<file path="src/design/ofdfec_map.vh">
`ifndef OFDFEC_MAP_VH
`define OFDFEC_MAP_VH

// register offsets
`define OFDFEC_REG_CTRL   4'h0
`define OFDFEC_REG_SYMS   4'h4
`define OFDFEC_REG_PAD    4'h8

// control register fields and reset value
`define OFDFEC_CTRL_RST   32'h00000000
`define OFDFEC_CTRL_MASK  32'h00000337
`define OFDFEC_F_RATE     2:0
`define OFDFEC_F_MOD      5:4
`define OFDFEC_F_ISEL     9:8

// code rate selections
`define OFDFEC_RATE_1_2   3'h0
`define OFDFEC_RATE_2_3   3'h1
`define OFDFEC_RATE_3_4   3'h2
`define OFDFEC_RATE_5_6   3'h3
`define OFDFEC_RATE_7_12  3'h4

// modulation selections
`define OFDFEC_MOD_QPSK   2'h0
`define OFDFEC_MOD_16QAM  2'h1
`define OFDFEC_MOD_64QAM  2'h2

// outer code
`define OFDFEC_RS_LASTMSG 8'hf4
`define OFDFEC_RS_LASTPAR 4'h9
`define OFDFEC_GF_POLY    8'h1d
`define OFDFEC_GF_ALPHA   8'h02

// inner code
`define OFDFEC_CC_GA      7'h5b
`define OFDFEC_CC_GB      7'h79
`define OFDFEC_TAIL_BITS  3'h6

// coded bits per symbol
`define OFDFEC_CBPS_QPSK  10'h0c4
`define OFDFEC_CBPS_16QAM 10'h188
`define OFDFEC_CBPS_64QAM 10'h24c

// interleaver columns and rows at 196 bits per symbol
`define OFDFEC_NCOL_0     5'h04
`define OFDFEC_NCOL_1     5'h07
`define OFDFEC_NCOL_2     5'h0e
`define OFDFEC_NCOL_3     5'h1c
`define OFDFEC_ROW_0      8'h31
`define OFDFEC_ROW_1      8'h1c
`define OFDFEC_ROW_2      8'h0e
`define OFDFEC_ROW_3      8'h07

// pad scrambler defaults
`define OFDFEC_SCR_SEED   9'h1ff
`define OFDFEC_SCR_TAPS   9'h110

`endif

</file>
<file path="src/design/ofdfec_ilv.v">
module ofdfec_ilv #(
    parameter W    = 1,
    parameter MAXN = 588,
    parameter DIR  = 0
) (
    input  wire         clk_sys,
    input  wire         nrst,
    input  wire [9:0]   ncbps,
    input  wire [7:0]   rowlen,
    input  wire [4:0]   ncol,
    input  wire [1:0]   s_val,
    input  wire         in_valid,
    output wire         in_ready,
    input  wire [W-1:0] in_data,
    output wire         out_valid,
    input  wire         out_ready,
    output wire [W-1:0] out_data
);

    reg [W-1:0] mem [0:MAXN-1];
    reg         fill_ff;
    reg [9:0]   cnt_ff;
    reg [4:0]   kmod_ff;
    reg [7:0]   kdiv_ff;
    reg [9:0]   pi_ff;
    reg         ov_ff;
    reg [W-1:0] od_ff;

    function [1:0] mod_s(input [9:0] v, input [1:0] sm);
        reg [9:0] t;
        begin
            t = v % 10'h003;
            case (sm)
                2'h2:    mod_s = {1'b0, v[0]};
                2'h3:    mod_s = t[1:0];
                default: mod_s = 2'h0;
            endcase
        end
    endfunction

    // first permutation tracked incrementally: pi = rowlen*(k mod ncol) + k/ncol
    wire [1:0] im   = mod_s(pi_ff, s_val);
    wire [1:0] km   = mod_s({5'h00, kmod_ff}, s_val);
    wire [2:0] dsum = {1'b0, im} + {1'b0, s_val} - {1'b0, km};
    wire [1:0] dm   = mod_s({7'h00, dsum}, s_val);
    wire [9:0] pj   = pi_ff - {8'h00, im} + {8'h00, dm};

    wire out_free = !ov_ff | out_ready;
    wire in_go    = in_valid & fill_ff;
    wire out_go   = !fill_ff & out_free & (cnt_ff != ncbps);
    wire step     = (DIR == 0) ? in_go : out_go;
    wire last     = cnt_ff == (ncbps - 10'h001);

    assign in_ready  = fill_ff;
    assign out_valid = ov_ff;
    assign out_data  = od_ff;

    always @(posedge clk_sys) begin
        if (in_go) begin
            mem[(DIR == 0) ? pj : cnt_ff] <= in_data;
        end
    end

    always @(posedge clk_sys) begin
        if (!nrst) begin
            fill_ff <= 1'b1;
            cnt_ff  <= 10'h000;
            kmod_ff <= 5'h00;
            kdiv_ff <= 8'h00;
            pi_ff   <= 10'h000;
            ov_ff   <= 1'b0;
            od_ff   <= {W{1'b0}};
        end else begin
            if (in_go) begin
                cnt_ff  <= last ? 10'h000 : cnt_ff + 10'h001;
                fill_ff <= !last;
            end
            if (out_go) begin
                ov_ff  <= 1'b1;
                od_ff  <= mem[(DIR == 0) ? cnt_ff : pj];
                cnt_ff <= cnt_ff + 10'h001;
            end else if (!fill_ff && cnt_ff == ncbps && out_free) begin
                ov_ff   <= 1'b0;
                fill_ff <= 1'b1;
                cnt_ff  <= 10'h000;
            end else if (out_ready) begin
                ov_ff <= 1'b0;
            end
            if (step) begin
                if (last) begin
                    kmod_ff <= 5'h00;
                    kdiv_ff <= 8'h00;
                    pi_ff   <= 10'h000;
                end else if (kmod_ff == ncol - 5'h01) begin
                    kmod_ff <= 5'h00;
                    kdiv_ff <= kdiv_ff + 8'h01;
                    pi_ff   <= {2'h0, kdiv_ff + 8'h01};
                end else begin
                    kmod_ff <= kmod_ff + 5'h01;
                    pi_ff   <= pi_ff + {2'h0, rowlen};
                end
            end
        end
    end

endmodule

</file>
<file path="src/design/ofdfec_core.v">
// Design decisions made here: the register offsets and the plain strobed port.
`include "ofdfec_map.vh"

module ofdfec_core #(
    parameter       SW       = 4,
    parameter       MAX_CBPS = 588,
    parameter [8:0] SCR_SEED = `OFDFEC_SCR_SEED,
    parameter [8:0] SCR_TAPS = `OFDFEC_SCR_TAPS
) (
    input  wire          clk_sys,
    input  wire          nrst,
    input  wire [3:0]    reg_addr,
    input  wire [31:0]   reg_wdata,
    input  wire          reg_wr,
    input  wire          reg_rd,
    output wire [31:0]   reg_rdata,
    input  wire          in_valid,
    output wire          in_ready,
    input  wire [7:0]    in_octet,
    input  wire          in_first,
    input  wire          in_last,
    input  wire          in_hdr,
    output wire          out_valid,
    input  wire          out_ready,
    output wire          out_bit,
    input  wire          rx_valid,
    output wire          rx_ready,
    input  wire [SW-1:0] rx_soft,
    input  wire          rx_restart,
    output wire          dec_valid,
    input  wire          dec_ready,
    output wire [SW-1:0] dec_soft
);

    localparam RS_MSG = 1'b0;
    localparam RS_PAR = 1'b1;

    function [7:0] gf_mul(input [7:0] a, input [7:0] b);
        reg [7:0] p;
        reg [7:0] x;
        integer   n;
        begin
            p = 8'h00;
            x = a;
            for (n = 0; n < 8; n = n + 1) begin
                if (b[n]) begin
                    p = p ^ x;
                end
                x = x[7] ? ({x[6:0], 1'b0} ^ `OFDFEC_GF_POLY) : {x[6:0], 1'b0};
            end
            gf_mul = p;
        end
    endfunction

    // product of (x + alpha^i), i = 1..10, evaluated at elaboration
    function [7:0] gen_coef(input integer idx);
        reg [87:0] p;
        reg [7:0]  r;
        integer    i;
        integer    j;
        begin
            p = 88'h1;
            r = `OFDFEC_GF_ALPHA;
            for (i = 1; i <= 10; i = i + 1) begin
                for (j = 10; j >= 1; j = j - 1) begin
                    p[j*8 +: 8] = p[(j-1)*8 +: 8] ^ gf_mul(p[j*8 +: 8], r);
                end
                p[7:0] = gf_mul(p[7:0], r);
                r = gf_mul(r, `OFDFEC_GF_ALPHA);
            end
            gen_coef = p[idx*8 +: 8];
        end
    endfunction

    function keep_bit(input [2:0] rate, input [2:0] ph, input b);
        begin
            case (rate)
                `OFDFEC_RATE_2_3:  keep_bit = !b | (ph == 3'h0);
                `OFDFEC_RATE_3_4:  keep_bit = (ph == 3'h0) | ((ph == 3'h1) & !b) | ((ph == 3'h2) & b);
                `OFDFEC_RATE_5_6:  keep_bit = (ph == 3'h0) | (ph[0] ? !b : b);
                `OFDFEC_RATE_7_12: keep_bit = (ph < 3'h5) | !b;
                default:           keep_bit = 1'b1;
            endcase
        end
    endfunction

    function [2:0] period_last(input [2:0] rate);
        begin
            case (rate)
                `OFDFEC_RATE_2_3:  period_last = 3'h1;
                `OFDFEC_RATE_3_4:  period_last = 3'h2;
                `OFDFEC_RATE_5_6:  period_last = 3'h4;
                `OFDFEC_RATE_7_12: period_last = 3'h6;
                default:           period_last = 3'h0;
            endcase
        end
    endfunction

    // configuration
    reg  [31:0] ctrl_ff;
    reg  [31:0] rdata_ff;
    reg  [31:0] nxt_rdata;
    reg  [15:0] sym_ff;
    reg  [9:0]  padc_ff;
    wire [2:0]  rate = ctrl_ff[`OFDFEC_F_RATE];
    wire [1:0]  modu = ctrl_ff[`OFDFEC_F_MOD];
    wire [1:0]  isel = ctrl_ff[`OFDFEC_F_ISEL];
    wire [1:0]  s_val = (modu == `OFDFEC_MOD_16QAM) ? 2'h2 :
                        (modu == `OFDFEC_MOD_64QAM) ? 2'h3 : 2'h1;
    wire [9:0]  ncbps = (s_val == 2'h2) ? `OFDFEC_CBPS_16QAM :
                        (s_val == 2'h3) ? `OFDFEC_CBPS_64QAM : `OFDFEC_CBPS_QPSK;
    wire [4:0]  ncol  = (isel == 2'h1) ? `OFDFEC_NCOL_1 :
                        (isel == 2'h2) ? `OFDFEC_NCOL_2 :
                        (isel == 2'h3) ? `OFDFEC_NCOL_3 : `OFDFEC_NCOL_0;
    wire [7:0]  rbase = (isel == 2'h1) ? `OFDFEC_ROW_1 :
                        (isel == 2'h2) ? `OFDFEC_ROW_2 :
                        (isel == 2'h3) ? `OFDFEC_ROW_3 : `OFDFEC_ROW_0;
    wire [7:0]  rowlen = (s_val == 2'h1) ? rbase :
                         (s_val == 2'h2) ? {rbase[6:0], 1'b0} : rbase + {rbase[6:0], 1'b0};

    // outer encoder state
    reg         rs_st_ff;
    reg  [7:0]  rs_cnt_ff;
    reg  [3:0]  rs_pidx_ff;
    reg         rs_plast_ff;
    reg  [79:0] par_ff;
    wire [79:0] nxt_par;
    reg         oq_v_ff;
    reg  [7:0]  oq_d_ff;
    reg         oq_first_ff;
    reg         oq_last_ff;
    reg         oq_hdr_ff;

    // serializer, inner encoder, puncturer, pad
    reg  [7:0]  sh_d_ff;
    reg  [3:0]  sh_n_ff;
    reg         sh_first_ff;
    reg         sh_end_ff;
    reg         sh_pay_ff;
    reg  [2:0]  tail_n_ff;
    reg  [5:0]  sr_ff;
    reg  [2:0]  ph_ff;
    reg         pa_ff;
    reg         pb_ff;
    reg         pend_a_ff;
    reg         pend_b_ff;
    reg         p_end_ff;
    reg         pad_act_ff;
    reg  [9:0]  pad_n_ff;
    reg  [8:0]  lfsr_ff;
    reg  [9:0]  blk_ff;

    // receive depuncturer
    reg  [2:0]    r_ph_ff;
    reg           r_slot_ff;
    reg           dec_v_ff;
    reg  [SW-1:0] dec_d_ff;
    wire          dq_v;
    wire          dq_ready;
    wire [SW-1:0] dq_d;

    wire oq_take = oq_v_ff & (sh_n_ff == 4'h0) & (tail_n_ff == 3'h0);
    wire oq_free = !oq_v_ff | oq_take;
    wire in_go   = in_valid & in_ready;
    wire msg_go  = in_go & !in_hdr;
    wire par_go  = (rs_st_ff == RS_PAR) & oq_free;
    wire [7:0] rs_fb = msg_go ? (in_octet ^ par_ff[79:72]) : 8'h00;

    assign in_ready = (rs_st_ff == RS_MSG) & oq_free;

    // parity register; zero feedback during readout turns it into a shifter
    genvar g;
    generate
        for (g = 0; g < 10; g = g + 1) begin : gen_par
            localparam [7:0] GC = gen_coef(g);
            wire [7:0] lower;
            if (g == 0) begin : gen_lo0
                assign lower = 8'h00;
            end else begin : gen_lon
                assign lower = par_ff[g*8-1 -: 8];
            end
            assign nxt_par[g*8 +: 8] = lower ^ gf_mul(rs_fb, GC);
        end
    endgenerate

    always @(posedge clk_sys) begin
        if (!nrst) begin
            rs_st_ff    <= RS_MSG;
            rs_cnt_ff   <= 8'h00;
            rs_pidx_ff  <= 4'h0;
            rs_plast_ff <= 1'b0;
            par_ff      <= 80'h0;
            oq_v_ff     <= 1'b0;
            oq_d_ff     <= 8'h00;
            oq_first_ff <= 1'b0;
            oq_last_ff  <= 1'b0;
            oq_hdr_ff   <= 1'b0;
        end else begin
            if (msg_go | par_go) begin
                par_ff <= nxt_par;
            end
            if (in_go) begin
                oq_v_ff     <= 1'b1;
                oq_d_ff     <= in_octet;
                oq_first_ff <= in_first;
                oq_hdr_ff   <= in_hdr;
                oq_last_ff  <= in_hdr & in_last;
                if (msg_go) begin
                    if (in_last || rs_cnt_ff == `OFDFEC_RS_LASTMSG) begin
                        rs_st_ff    <= RS_PAR;
                        rs_pidx_ff  <= 4'h0;
                        rs_plast_ff <= in_last;
                        rs_cnt_ff   <= 8'h00;
                    end else begin
                        rs_cnt_ff <= rs_cnt_ff + 8'h01;
                    end
                end
            end else if (par_go) begin
                oq_v_ff     <= 1'b1;
                oq_d_ff     <= par_ff[79:72];
                oq_first_ff <= 1'b0;
                oq_hdr_ff   <= 1'b0;
                oq_last_ff  <= rs_plast_ff & (rs_pidx_ff == `OFDFEC_RS_LASTPAR);
                rs_pidx_ff  <= rs_pidx_ff + 4'h1;
                if (rs_pidx_ff == `OFDFEC_RS_LASTPAR) begin
                    rs_st_ff <= RS_MSG;
                end
            end else if (oq_take) begin
                oq_v_ff <= 1'b0;
            end
        end
    end

    // inner encoder input: serialized octet bits, then tail zeros
    wire       src_tail  = tail_n_ff != 3'h0;
    wire       src_v     = src_tail | (sh_n_ff != 4'h0);
    wire       src_bit   = src_tail ? 1'b0 : sh_d_ff[0];
    wire       src_first = !src_tail & sh_first_ff;
    wire       p_free    = !(pend_a_ff | pend_b_ff);
    wire       cc_go     = src_v & p_free & !pad_act_ff & !p_end_ff;
    wire [5:0] sr_use    = src_first ? 6'h00 : sr_ff;
    wire [2:0] ph_use    = src_first ? 3'h0 : ph_ff;
    wire [6:0] cc_vec    = {src_bit, sr_use[0], sr_use[1], sr_use[2], sr_use[3], sr_use[4], sr_use[5]};
    wire       cc_a      = ^(cc_vec & `OFDFEC_CC_GA);
    wire       cc_b      = ^(cc_vec & `OFDFEC_CC_GB);
    wire       pad_bit   = ^(lfsr_ff & SCR_TAPS);
    wire       cb_v      = pend_a_ff | pend_b_ff;
    wire       cb        = pend_a_ff ? pa_ff : pb_ff;
    wire       il_v      = pad_act_ff | cb_v;
    wire       il_d      = pad_act_ff ? pad_bit : cb;
    wire       il_ready;
    wire       il_go     = il_v & il_ready;

    always @(posedge clk_sys) begin
        if (!nrst) begin
            sh_d_ff     <= 8'h00;
            sh_n_ff     <= 4'h0;
            sh_first_ff <= 1'b0;
            sh_end_ff   <= 1'b0;
            sh_pay_ff   <= 1'b0;
            tail_n_ff   <= 3'h0;
            sr_ff       <= 6'h00;
            ph_ff       <= 3'h0;
            pa_ff       <= 1'b0;
            pb_ff       <= 1'b0;
            pend_a_ff   <= 1'b0;
            pend_b_ff   <= 1'b0;
            p_end_ff    <= 1'b0;
            pad_act_ff  <= 1'b0;
            pad_n_ff    <= 10'h000;
            lfsr_ff     <= SCR_SEED;
            blk_ff      <= 10'h000;
            sym_ff      <= 16'h0000;
            padc_ff     <= 10'h000;
        end else begin
            if (oq_take) begin
                sh_d_ff     <= oq_d_ff;
                sh_n_ff     <= 4'h8;
                sh_first_ff <= oq_first_ff;
                sh_end_ff   <= oq_last_ff;
                sh_pay_ff   <= !oq_hdr_ff;
            end
            if (cc_go) begin
                sr_ff     <= {sr_use[4:0], src_bit};
                ph_ff     <= (ph_use == period_last(rate)) ? 3'h0 : ph_use + 3'h1;
                pa_ff     <= cc_a;
                pb_ff     <= cc_b;
                pend_a_ff <= keep_bit(rate, ph_use, 1'b0);
                pend_b_ff <= keep_bit(rate, ph_use, 1'b1);
                if (src_tail) begin
                    tail_n_ff <= tail_n_ff - 3'h1;
                    p_end_ff  <= tail_n_ff == 3'h1;
                end else begin
                    sh_d_ff     <= {1'b0, sh_d_ff[7:1]};
                    sh_n_ff     <= sh_n_ff - 4'h1;
                    sh_first_ff <= 1'b0;
                    if (sh_n_ff == 4'h1 && sh_end_ff && sh_pay_ff) begin
                        tail_n_ff <= `OFDFEC_TAIL_BITS;
                    end
                end
                if (src_first && !sh_pay_ff) begin
                    sym_ff <= 16'h0000;
                end
            end else if (il_go && !pad_act_ff) begin
                if (pend_a_ff) begin
                    pend_a_ff <= 1'b0;
                end else begin
                    pend_b_ff <= 1'b0;
                end
            end
            // once the tail has drained, fill out the open symbol
            if (p_end_ff && p_free && !cc_go) begin
                p_end_ff   <= 1'b0;
                pad_act_ff <= blk_ff != 10'h000;
                pad_n_ff   <= ncbps - blk_ff;
                padc_ff    <= (blk_ff == 10'h000) ? 10'h000 : ncbps - blk_ff;
                lfsr_ff    <= SCR_SEED;
            end
            if (il_go) begin
                blk_ff <= (blk_ff == ncbps - 10'h001) ? 10'h000 : blk_ff + 10'h001;
                if (blk_ff == 10'h000) begin
                    sym_ff <= sym_ff + 16'h0001;
                end
                if (pad_act_ff) begin
                    lfsr_ff  <= {lfsr_ff[7:0], pad_bit};
                    pad_n_ff <= pad_n_ff - 10'h001;
                    if (pad_n_ff == 10'h001) begin
                        pad_act_ff <= 1'b0;
                    end
                end
            end
        end
    end

    ofdfec_ilv #(
        .W    (1),
        .MAXN (MAX_CBPS),
        .DIR  (0)
    ) u_tx_ilv (
        .clk_sys   (clk_sys),
        .nrst      (nrst),
        .ncbps     (ncbps),
        .rowlen    (rowlen),
        .ncol      (ncol),
        .s_val     (s_val),
        .in_valid  (il_v),
        .in_ready  (il_ready),
        .in_data   (il_d),
        .out_valid (out_valid),
        .out_ready (out_ready),
        .out_data  (out_bit)
    );

    ofdfec_ilv #(
        .W    (SW),
        .MAXN (MAX_CBPS),
        .DIR  (1)
    ) u_rx_ilv (
        .clk_sys   (clk_sys),
        .nrst      (nrst),
        .ncbps     (ncbps),
        .rowlen    (rowlen),
        .ncol      (ncol),
        .s_val     (s_val),
        .in_valid  (rx_valid),
        .in_ready  (rx_ready),
        .in_data   (rx_soft),
        .out_valid (dq_v),
        .out_ready (dq_ready),
        .out_data  (dq_d)
    );

    // depuncturer: a dropped slot is filled with zero without waiting for input
    wire dp_keep = keep_bit(rate, r_ph_ff, r_slot_ff);
    wire dp_free = !dec_v_ff | dec_ready;
    wire dp_go   = dp_free & (!dp_keep | dq_v);

    assign dq_ready  = dp_free & dp_keep;
    assign dec_valid = dec_v_ff;
    assign dec_soft  = dec_d_ff;

    always @(posedge clk_sys) begin
        if (!nrst) begin
            r_ph_ff   <= 3'h0;
            r_slot_ff <= 1'b0;
            dec_v_ff  <= 1'b0;
            dec_d_ff  <= {SW{1'b0}};
        end else begin
            if (dp_go) begin
                dec_v_ff <= 1'b1;
                dec_d_ff <= dp_keep ? dq_d : {SW{1'b0}};
            end else if (dec_ready) begin
                dec_v_ff <= 1'b0;
            end
            if (rx_restart) begin
                r_ph_ff   <= 3'h0;
                r_slot_ff <= 1'b0;
            end else if (dp_go) begin
                r_slot_ff <= !r_slot_ff;
                if (r_slot_ff) begin
                    r_ph_ff <= (r_ph_ff == period_last(rate)) ? 3'h0 : r_ph_ff + 3'h1;
                end
            end
        end
    end

    // register port
    always @* begin
        case (reg_addr)
            `OFDFEC_REG_CTRL: nxt_rdata = ctrl_ff;
            `OFDFEC_REG_SYMS: nxt_rdata = {16'h0000, sym_ff};
            `OFDFEC_REG_PAD:  nxt_rdata = {22'h000000, padc_ff};
            default:          nxt_rdata = 32'h00000000;
        endcase
    end

    always @(posedge clk_sys) begin
        if (!nrst) begin
            ctrl_ff  <= `OFDFEC_CTRL_RST;
            rdata_ff <= 32'h00000000;
        end else begin
            if (reg_wr && reg_addr == `OFDFEC_REG_CTRL) begin
                ctrl_ff <= reg_wdata & `OFDFEC_CTRL_MASK;
            end
            rdata_ff <= reg_rd ? nxt_rdata : 32'h00000000;
        end
    end

    assign reg_rdata = rdata_ff;

endmodule

</file>
<file path="config.mk">
export PLATFORM = sky130hd
export DESIGN_NAME = ofdfec_core
export DESIGN_NICKNAME = d
export VERILOG_FILES = /design/src/design/ofdfec_ilv.v /design/src/design/ofdfec_core.v
export VERILOG_INCLUDE_DIRS = /design/src /design/src/design
export SDC_FILE = /design/constraint.sdc
export NUM_CORES = 2
export LEC_CHECK = 0
export BUFFER_PORTS_ARGS = -buffer_cell sky130_fd_sc_hd__buf_2
export CAP_MARGIN = 0
export CORE_UTILIZATION = 60
export DETAILED_ROUTE_END_ITERATION = 6
export PLACE_DENSITY = 0.83
export RECOVER_POWER = 100
export SYNTH_ARGS = -nofsm -noshare
export SYNTH_HDL_FRONTEND = slang
export SYNTH_HIERARCHICAL = 1
export SYNTH_SLANG_ARGS = --single-unit
</file>
<file path="constraint.sdc">
create_clock -name clk_sys -period 36.3 [get_ports clk_sys]
set_input_delay 7.26 -clock clk_sys [delete_from_list [all_inputs] [get_ports clk_sys]]
set_output_delay 7.26 -clock clk_sys [all_outputs]
set_load 0.005 [all_outputs]
</file>
Yosys cells after proc, flatten, opt, wreduce, memory -nomap -nowiden

Memory sizes are Yosys's and may differ from the RTL's. A register that Yosys moved wholly into a read port is not among the register bits.
Cells that the tools add are included.
Widths: inputs -> output; s select.

Bits in registers: 312
Memory bits (writable): 2,940
Input port bits: 60
Output and inout port bits: 41
Memories: 2

Add/sub/neg operators: 29
Divide/modulo/power cells: 6
Order comparisons: 2
Equality and inequality tests: 37
Muxes and demuxes: 138
Bitwise operators: 84
Reductions and logical operators: 69

Memories:

| name         | depth | bits a word | read ports | clocked after memory_dff | wr ports | RTL line        | RTL |
|---|---|---|---|---|---|---|---|
| u_rx_ilv.mem | 588   | 4           | 1          | 1                        | 1        | ofdfec_ilv.v:20 | `reg [W-1:0] mem [0:MAXN-1];` |
| u_tx_ilv.mem | 588   | 1           | 1          | 1                        | 1        | ofdfec_ilv.v:20 |  |

Operator list:

| cell                  | count |
|---|---|
| $xor 8x8->8           | 35 |
| $mux 10               | 19 |
| $mux 8                | 13 |
| $mux 5                | 14 |
| $mux 16               | 4 |
| $eq 10x10->1          | 5 |
| $mux 1                | 49 |
| $pmux 16 s3           | 1 |
| $mux 3                | 11 |
| $mux 4                | 8 |
| $add 10x1->10 const B | 3 |
| $not 4->4             | 7 |
| $mux 9                | 3 |
| $add 8x1->8 const B   | 3 |
| $mux 6                | 4 |
| $pmux 2 s2            | 6 |
| $and 1x1->1           | 22 |
| $add 10x2->10         | 2 |
| $add 10x8->10         | 2 |
| $logic_not 1->1       | 20 |
| $mod 10x2->10 const B | 2 |
| $mod 3x2->10 const B  | 2 |
| $mod 5x2->10 const B  | 2 |
| $ne 10x10->1          | 2 |
| other kinds (48)      | 126 |

Longest topological paths before layout

Depth after elaboration: 24
Depth in mapped cells: 57
Depth with buffers taken out: 53

Hierarchy

Netlist, hierarchy kept.

By module, submodules not included:

| module                 | instances | cells each | area each (um^2) |
|---|---|---|---|
| ofdfec_ilv at u_rx_ilv | 1         | 4,791      | 97,218.2 |
| ofdfec_ilv at u_tx_ilv | 1         | 2,252      | 30,033.8 |
| ofdfec_core            | 1         | 1,413      | 12,279.3 |

Worst setup path before layout

Ideal clock, no wire load.

Path type: register -> register
Start point: register pend_a_ff
End point: memory u_tx_ilv.mem[0], data pin
Setup time: 4.754 ns
Arrival time: 23.294 ns
Data required time: 31.546 ns
Path slack: 8.251 ns
Cell stages (with the launch flop): 4
Path buffers: 1
Cell sequence: dfxtp_1 -> clkbuf_1 -> mux2i_1 -> o21ai_0

Longest elaborated chain between the ends: 2

Ends and longest elaborated chain:

| what                   | RTL line          | RTL |
|---|---|---|
| start, declared        | ofdfec_core.v:145 | `reg pend_a_ff;` |
| start signal, assigned | ofdfec_core.v:288 | `pend_a_ff <= keep_bit(rate, ph_use, 1'b0);` |
| $mux 1                 | ofdfec_core.v:248 | `wire cb = pend_a_ff ? pa_ff : pb_ff;` |
| $mux 1                 | ofdfec_core.v:250 | `wire il_d = pad_act_ff ? pad_bit : cb;` |
| via il_d               | ofdfec_core.v:250 |  |
| end, declared          | ofdfec_ilv.v:20   |  |

The timed path passes the listed nets, and every way through them passes these cells.

Worst setup path in the final report

Start point: input rx_soft[1]
End point: memory u_rx_ilv/mem[355][1] (netlist name), data pin

RTL lines:

| what            | RTL line         | RTL |
|---|---|---|
| start, declared | ofdfec_core.v:28 | `input wire [SW-1:0] rx_soft,` |
| end, declared   | ofdfec_ilv.v:20  |  |

Straight into the memory's write port.

==> out/results.ini <==
[floorplanning]
fp-row-count=176
starting_utilization_of_the_core_area_pct=60.52
coreArea_sq_um=230600
floorplan.io_pins=101
chipWidth_um=484.2
die_h_um=484.2
die_area_sq_um=234500

[finish]
area_growth_pct=9.580
fin_nets=8665
layout_common_cells=edfxtp_1 (2940), nor2_1 (1508), mux4_2 (971)
final.fill_count=14100
mostFrequentLayoutCell=edfxtp_1
multiInputGateArea_sq_um=42760
final_cell_count_no_fill=11740
layout.area.seq_sq_um=94320
layout.cell_area.non_filler_sq_um=152900
layout-drive-gt1-share_pct=19.09
post_layout_util_pct=66.32

[place]
place_congestion=0.8754
port_buffers=59
post_dp_cell_area_sq_um=142900
post-place-cells=11160
place_hpwl_um=194800

[setup_path]
reg2reg_depth=47
timing.reg2reg.setup_slack_ps=13850
crit_start=rx_soft[1]
startpoint_of_the_worst_register_to_register_path=u_rx_ilv/pi_ff[7]
critical_path.slowest_cell=clkbuf_1
critical_path.reg2reg.endpoint=u_rx_ilv/out_data[3]
critical-path-top-cell-by-count=clkbuf_1
crit_path_max_incr_delay_ps=8430
timing.critical_path.arrival_ps=23580
cp_max_fo=262
crit_path_cell_trace=clkbuf_1 > clkbuf_1 > clkbuf_1
worstSetupEndpoint=u_rx_ilv/mem[355][1]
crit_type=input port to flip-flop
cp_data_required_time_ps=35310
setup.worst_path.start_class=input port
end_kind=flip-flop

[pwr]
power.density_cell_area_nw_per_um2=58.56
ir_worst_vdd_v=0.00006601
power.leakage_nw=47.52

[timing]
final-max-slew-violation-count=3939
post-route-min-period_ps=24560
hold_violations=0
peak_freq_mhz=40.71
fin_setup_tns_ps=0
relSlewSlack_pct=-671.4
timing_worst_slew_pin_value_ps=11570
unrepaired_setup_endpoints_after_global_routing=no
tcrit_tclk_final_pct=67.67
final.setup_skew_ps=112.3
timing.final.setup_violations=0

[routing]
drt.antenna.violating_nets=0
drtIter0Drc=11330
via_count=80380
detail_route.first_pass.iterations=7
detail_route.drc_violations=0
via_count_normalized_by_instance_count=6.849
postRouteWirelength_um=362400
wl_per_cell_um=30.88

[synth]
synth_largest_area_cell=edfxtp_1
async_reset_ff_share_pct=0
dominant_synthesized_flop_cell=edfxtp_1
postSynthRegisterBits=3241
syn_inst=8456
synth_enable_flop_cells=2940
syn_avg_cell_area_sq_um=16.50
synth.yosys.seq_area_share_pct=67.59
yosys-top-cells-area=edfxtp_1 (63%), mux4_2 (16%), dfxtp_1 (4.3%)
synth_area_sq_um=139500
synthDistinctLibCells=125
synthesis.yosys.warnings=6
share_of_yosys_cell_area_claimed_by_the_top_area_cell_type_pct=63.27

[global_route]
grt_first_pass_wirelength_um=532300
grt_pass1_vias=80410
grt_overflow_total=0
antenna_found_initial=15
grtUsageTotal_pct=30.78
grt_max_degree=319

[clocking]
tritoncts=built
htreeDepth=5
cts_setup_buffers=0
clock_sinks=3241
clock_slew_at_the_register_clock_pins_of_the_worst_setup_and_hold_paths_ps=60
cts_hold_buf=0
cts_resized=0
clock_insertion_delay_worst_skew_ps=990
max-clock-path-buffers=4
cts_made_buffers=332
clock_tree.root_cell=clkbuf_16

[run_status]
failed_checks=max-capacitance violations, max-slew violations
status=finished, violations left

[flow_run]
number_of_max_cap_violations=59

[min_path]
hold_path.class=flip-flop to flip-flop

-- worst min path at each step --
stage	start	endpoint	slack [ps]	depth (start not counted)
2_1_floorplan	padc_ff[6]	padc_ff[6]	420	2
3_3_place_gp	padc_ff[0]	padc_ff[0]	440	2
3_5_place_dp	oq_d_ff[0]	oq_d_ff[0]	450	2
4_1_cts	oq_d_ff[0]	oq_d_ff[0]	460	2
5_1_grt	sr_ff[5]	sr_ff[5]	490	2
6_report	oq_d_ff[0]	oq_d_ff[0]	460	2
-- area by class of cell --
type,count,area share (%)
Antenna cell,6,0.009820
Clock buffer,398,5.704
Clock inverter,174,1.083
Inverter,129,0.3175
Multi-Input combinational cell,4563,27.97
Sequential cell,3241,61.69
Tap cell,3026,2.476
Timing Repair Buffer,199,0.7545
-- routing by layer --
metal / up-vias / GRT usage [%] / part of all wire, %
met5: - / 0 / 0.037
met4: 18 / 15.64 / 5.7
met3: 1161 / 5.657 / 11
met2: 5702 / 51.49 / 50
met1: 40740 / 38.69 / 33
li1: 32760 / - / -
-- synth_stat cells, types with 114 or more instances --
cell type / n
ha_1: 129
inv_1: 124
clkbuf_1: 451
dfxtp_1: 301
nand3_1: 114
o21ai_0: 157
xnor2_1: 189
a21oi_1: 172
nand2_1: 270
mux4_2: 971
nor2_1: 1509
edfxtp_1: 2940
-- through the flow --
| stage | power, mW | hold slack [ps] | setup WS (ps) |
|---|---|---|---|
| 2_1_floorplan | 5.388 | 424.9 | 8251 |
| 3_3_place_gp | 5.548 | 443.2 | 20690 |
| 3_5_place_dp | 5.594 | 449.6 | 20280 |
| 4_1_cts | 8.912 | 458.2 | 20070 |
| 5_1_grt | 9.196 | 485.4 | 11060 |
| 6_report | 8.954 | 458.7 | 11740 |
-- state kept, by name (all words and copies together), names as in the netlist, 5 cells and up --
| signal | count |
|---|---|
| u_tx_ilv/cnt_ff | 10 |
| u_rx_ilv/kmod_ff | 5 |
| u_rx_ilv/mem | 2352 |
| u_tx_ilv/kdiv_ff | 8 |
| sym_ff | 16 |
| u_tx_ilv/pi_ff | 10 |
| u_tx_ilv/kmod_ff | 5 |
| reg_rdata | 16 |
| u_rx_ilv/pi_ff | 10 |
| u_rx_ilv/cnt_ff | 10 |
| lfsr_ff | 9 |
| u_rx_ilv/kdiv_ff | 8 |
| padc_ff | 10 |
| oq_d_ff | 8 |
| pad_n_ff | 10 |
| sr_ff | 6 |
| blk_ff | 10 |
| ctrl_ff | 7 |
| par_ff | 80 |
| u_tx_ilv/mem | 588 |
| sh_d_ff | 8 |
| rs_cnt_ff | 8 |
-- power breakdown --
part / switching [mW] / internal [mW]
sequential: 0.0573 / 4.24
combinational: 0.840 / 0.464
clock: 1.44 / 1.92
-- logic make-up after synthesis --
family | after synthesis | share of synthesized area, %
AOI/OAI and AO/OA | 690 | 3.388
muxes | 1035 | 16.14
and+or+nand+nor | 2321 | 7.181
buffers and inverters | 701 | 1.960
DFF | 3241 | 67.59
xor gates and xnor gates | 327 | 2.430
other | 2 | 0.005382
adders and majority gates | 139 | 1.300
-- critical path: cells and delay by family --
kind | cells | cell delay [ps]
buf+inv | 3 | 16010
Power figures use the tool's default switching activity.
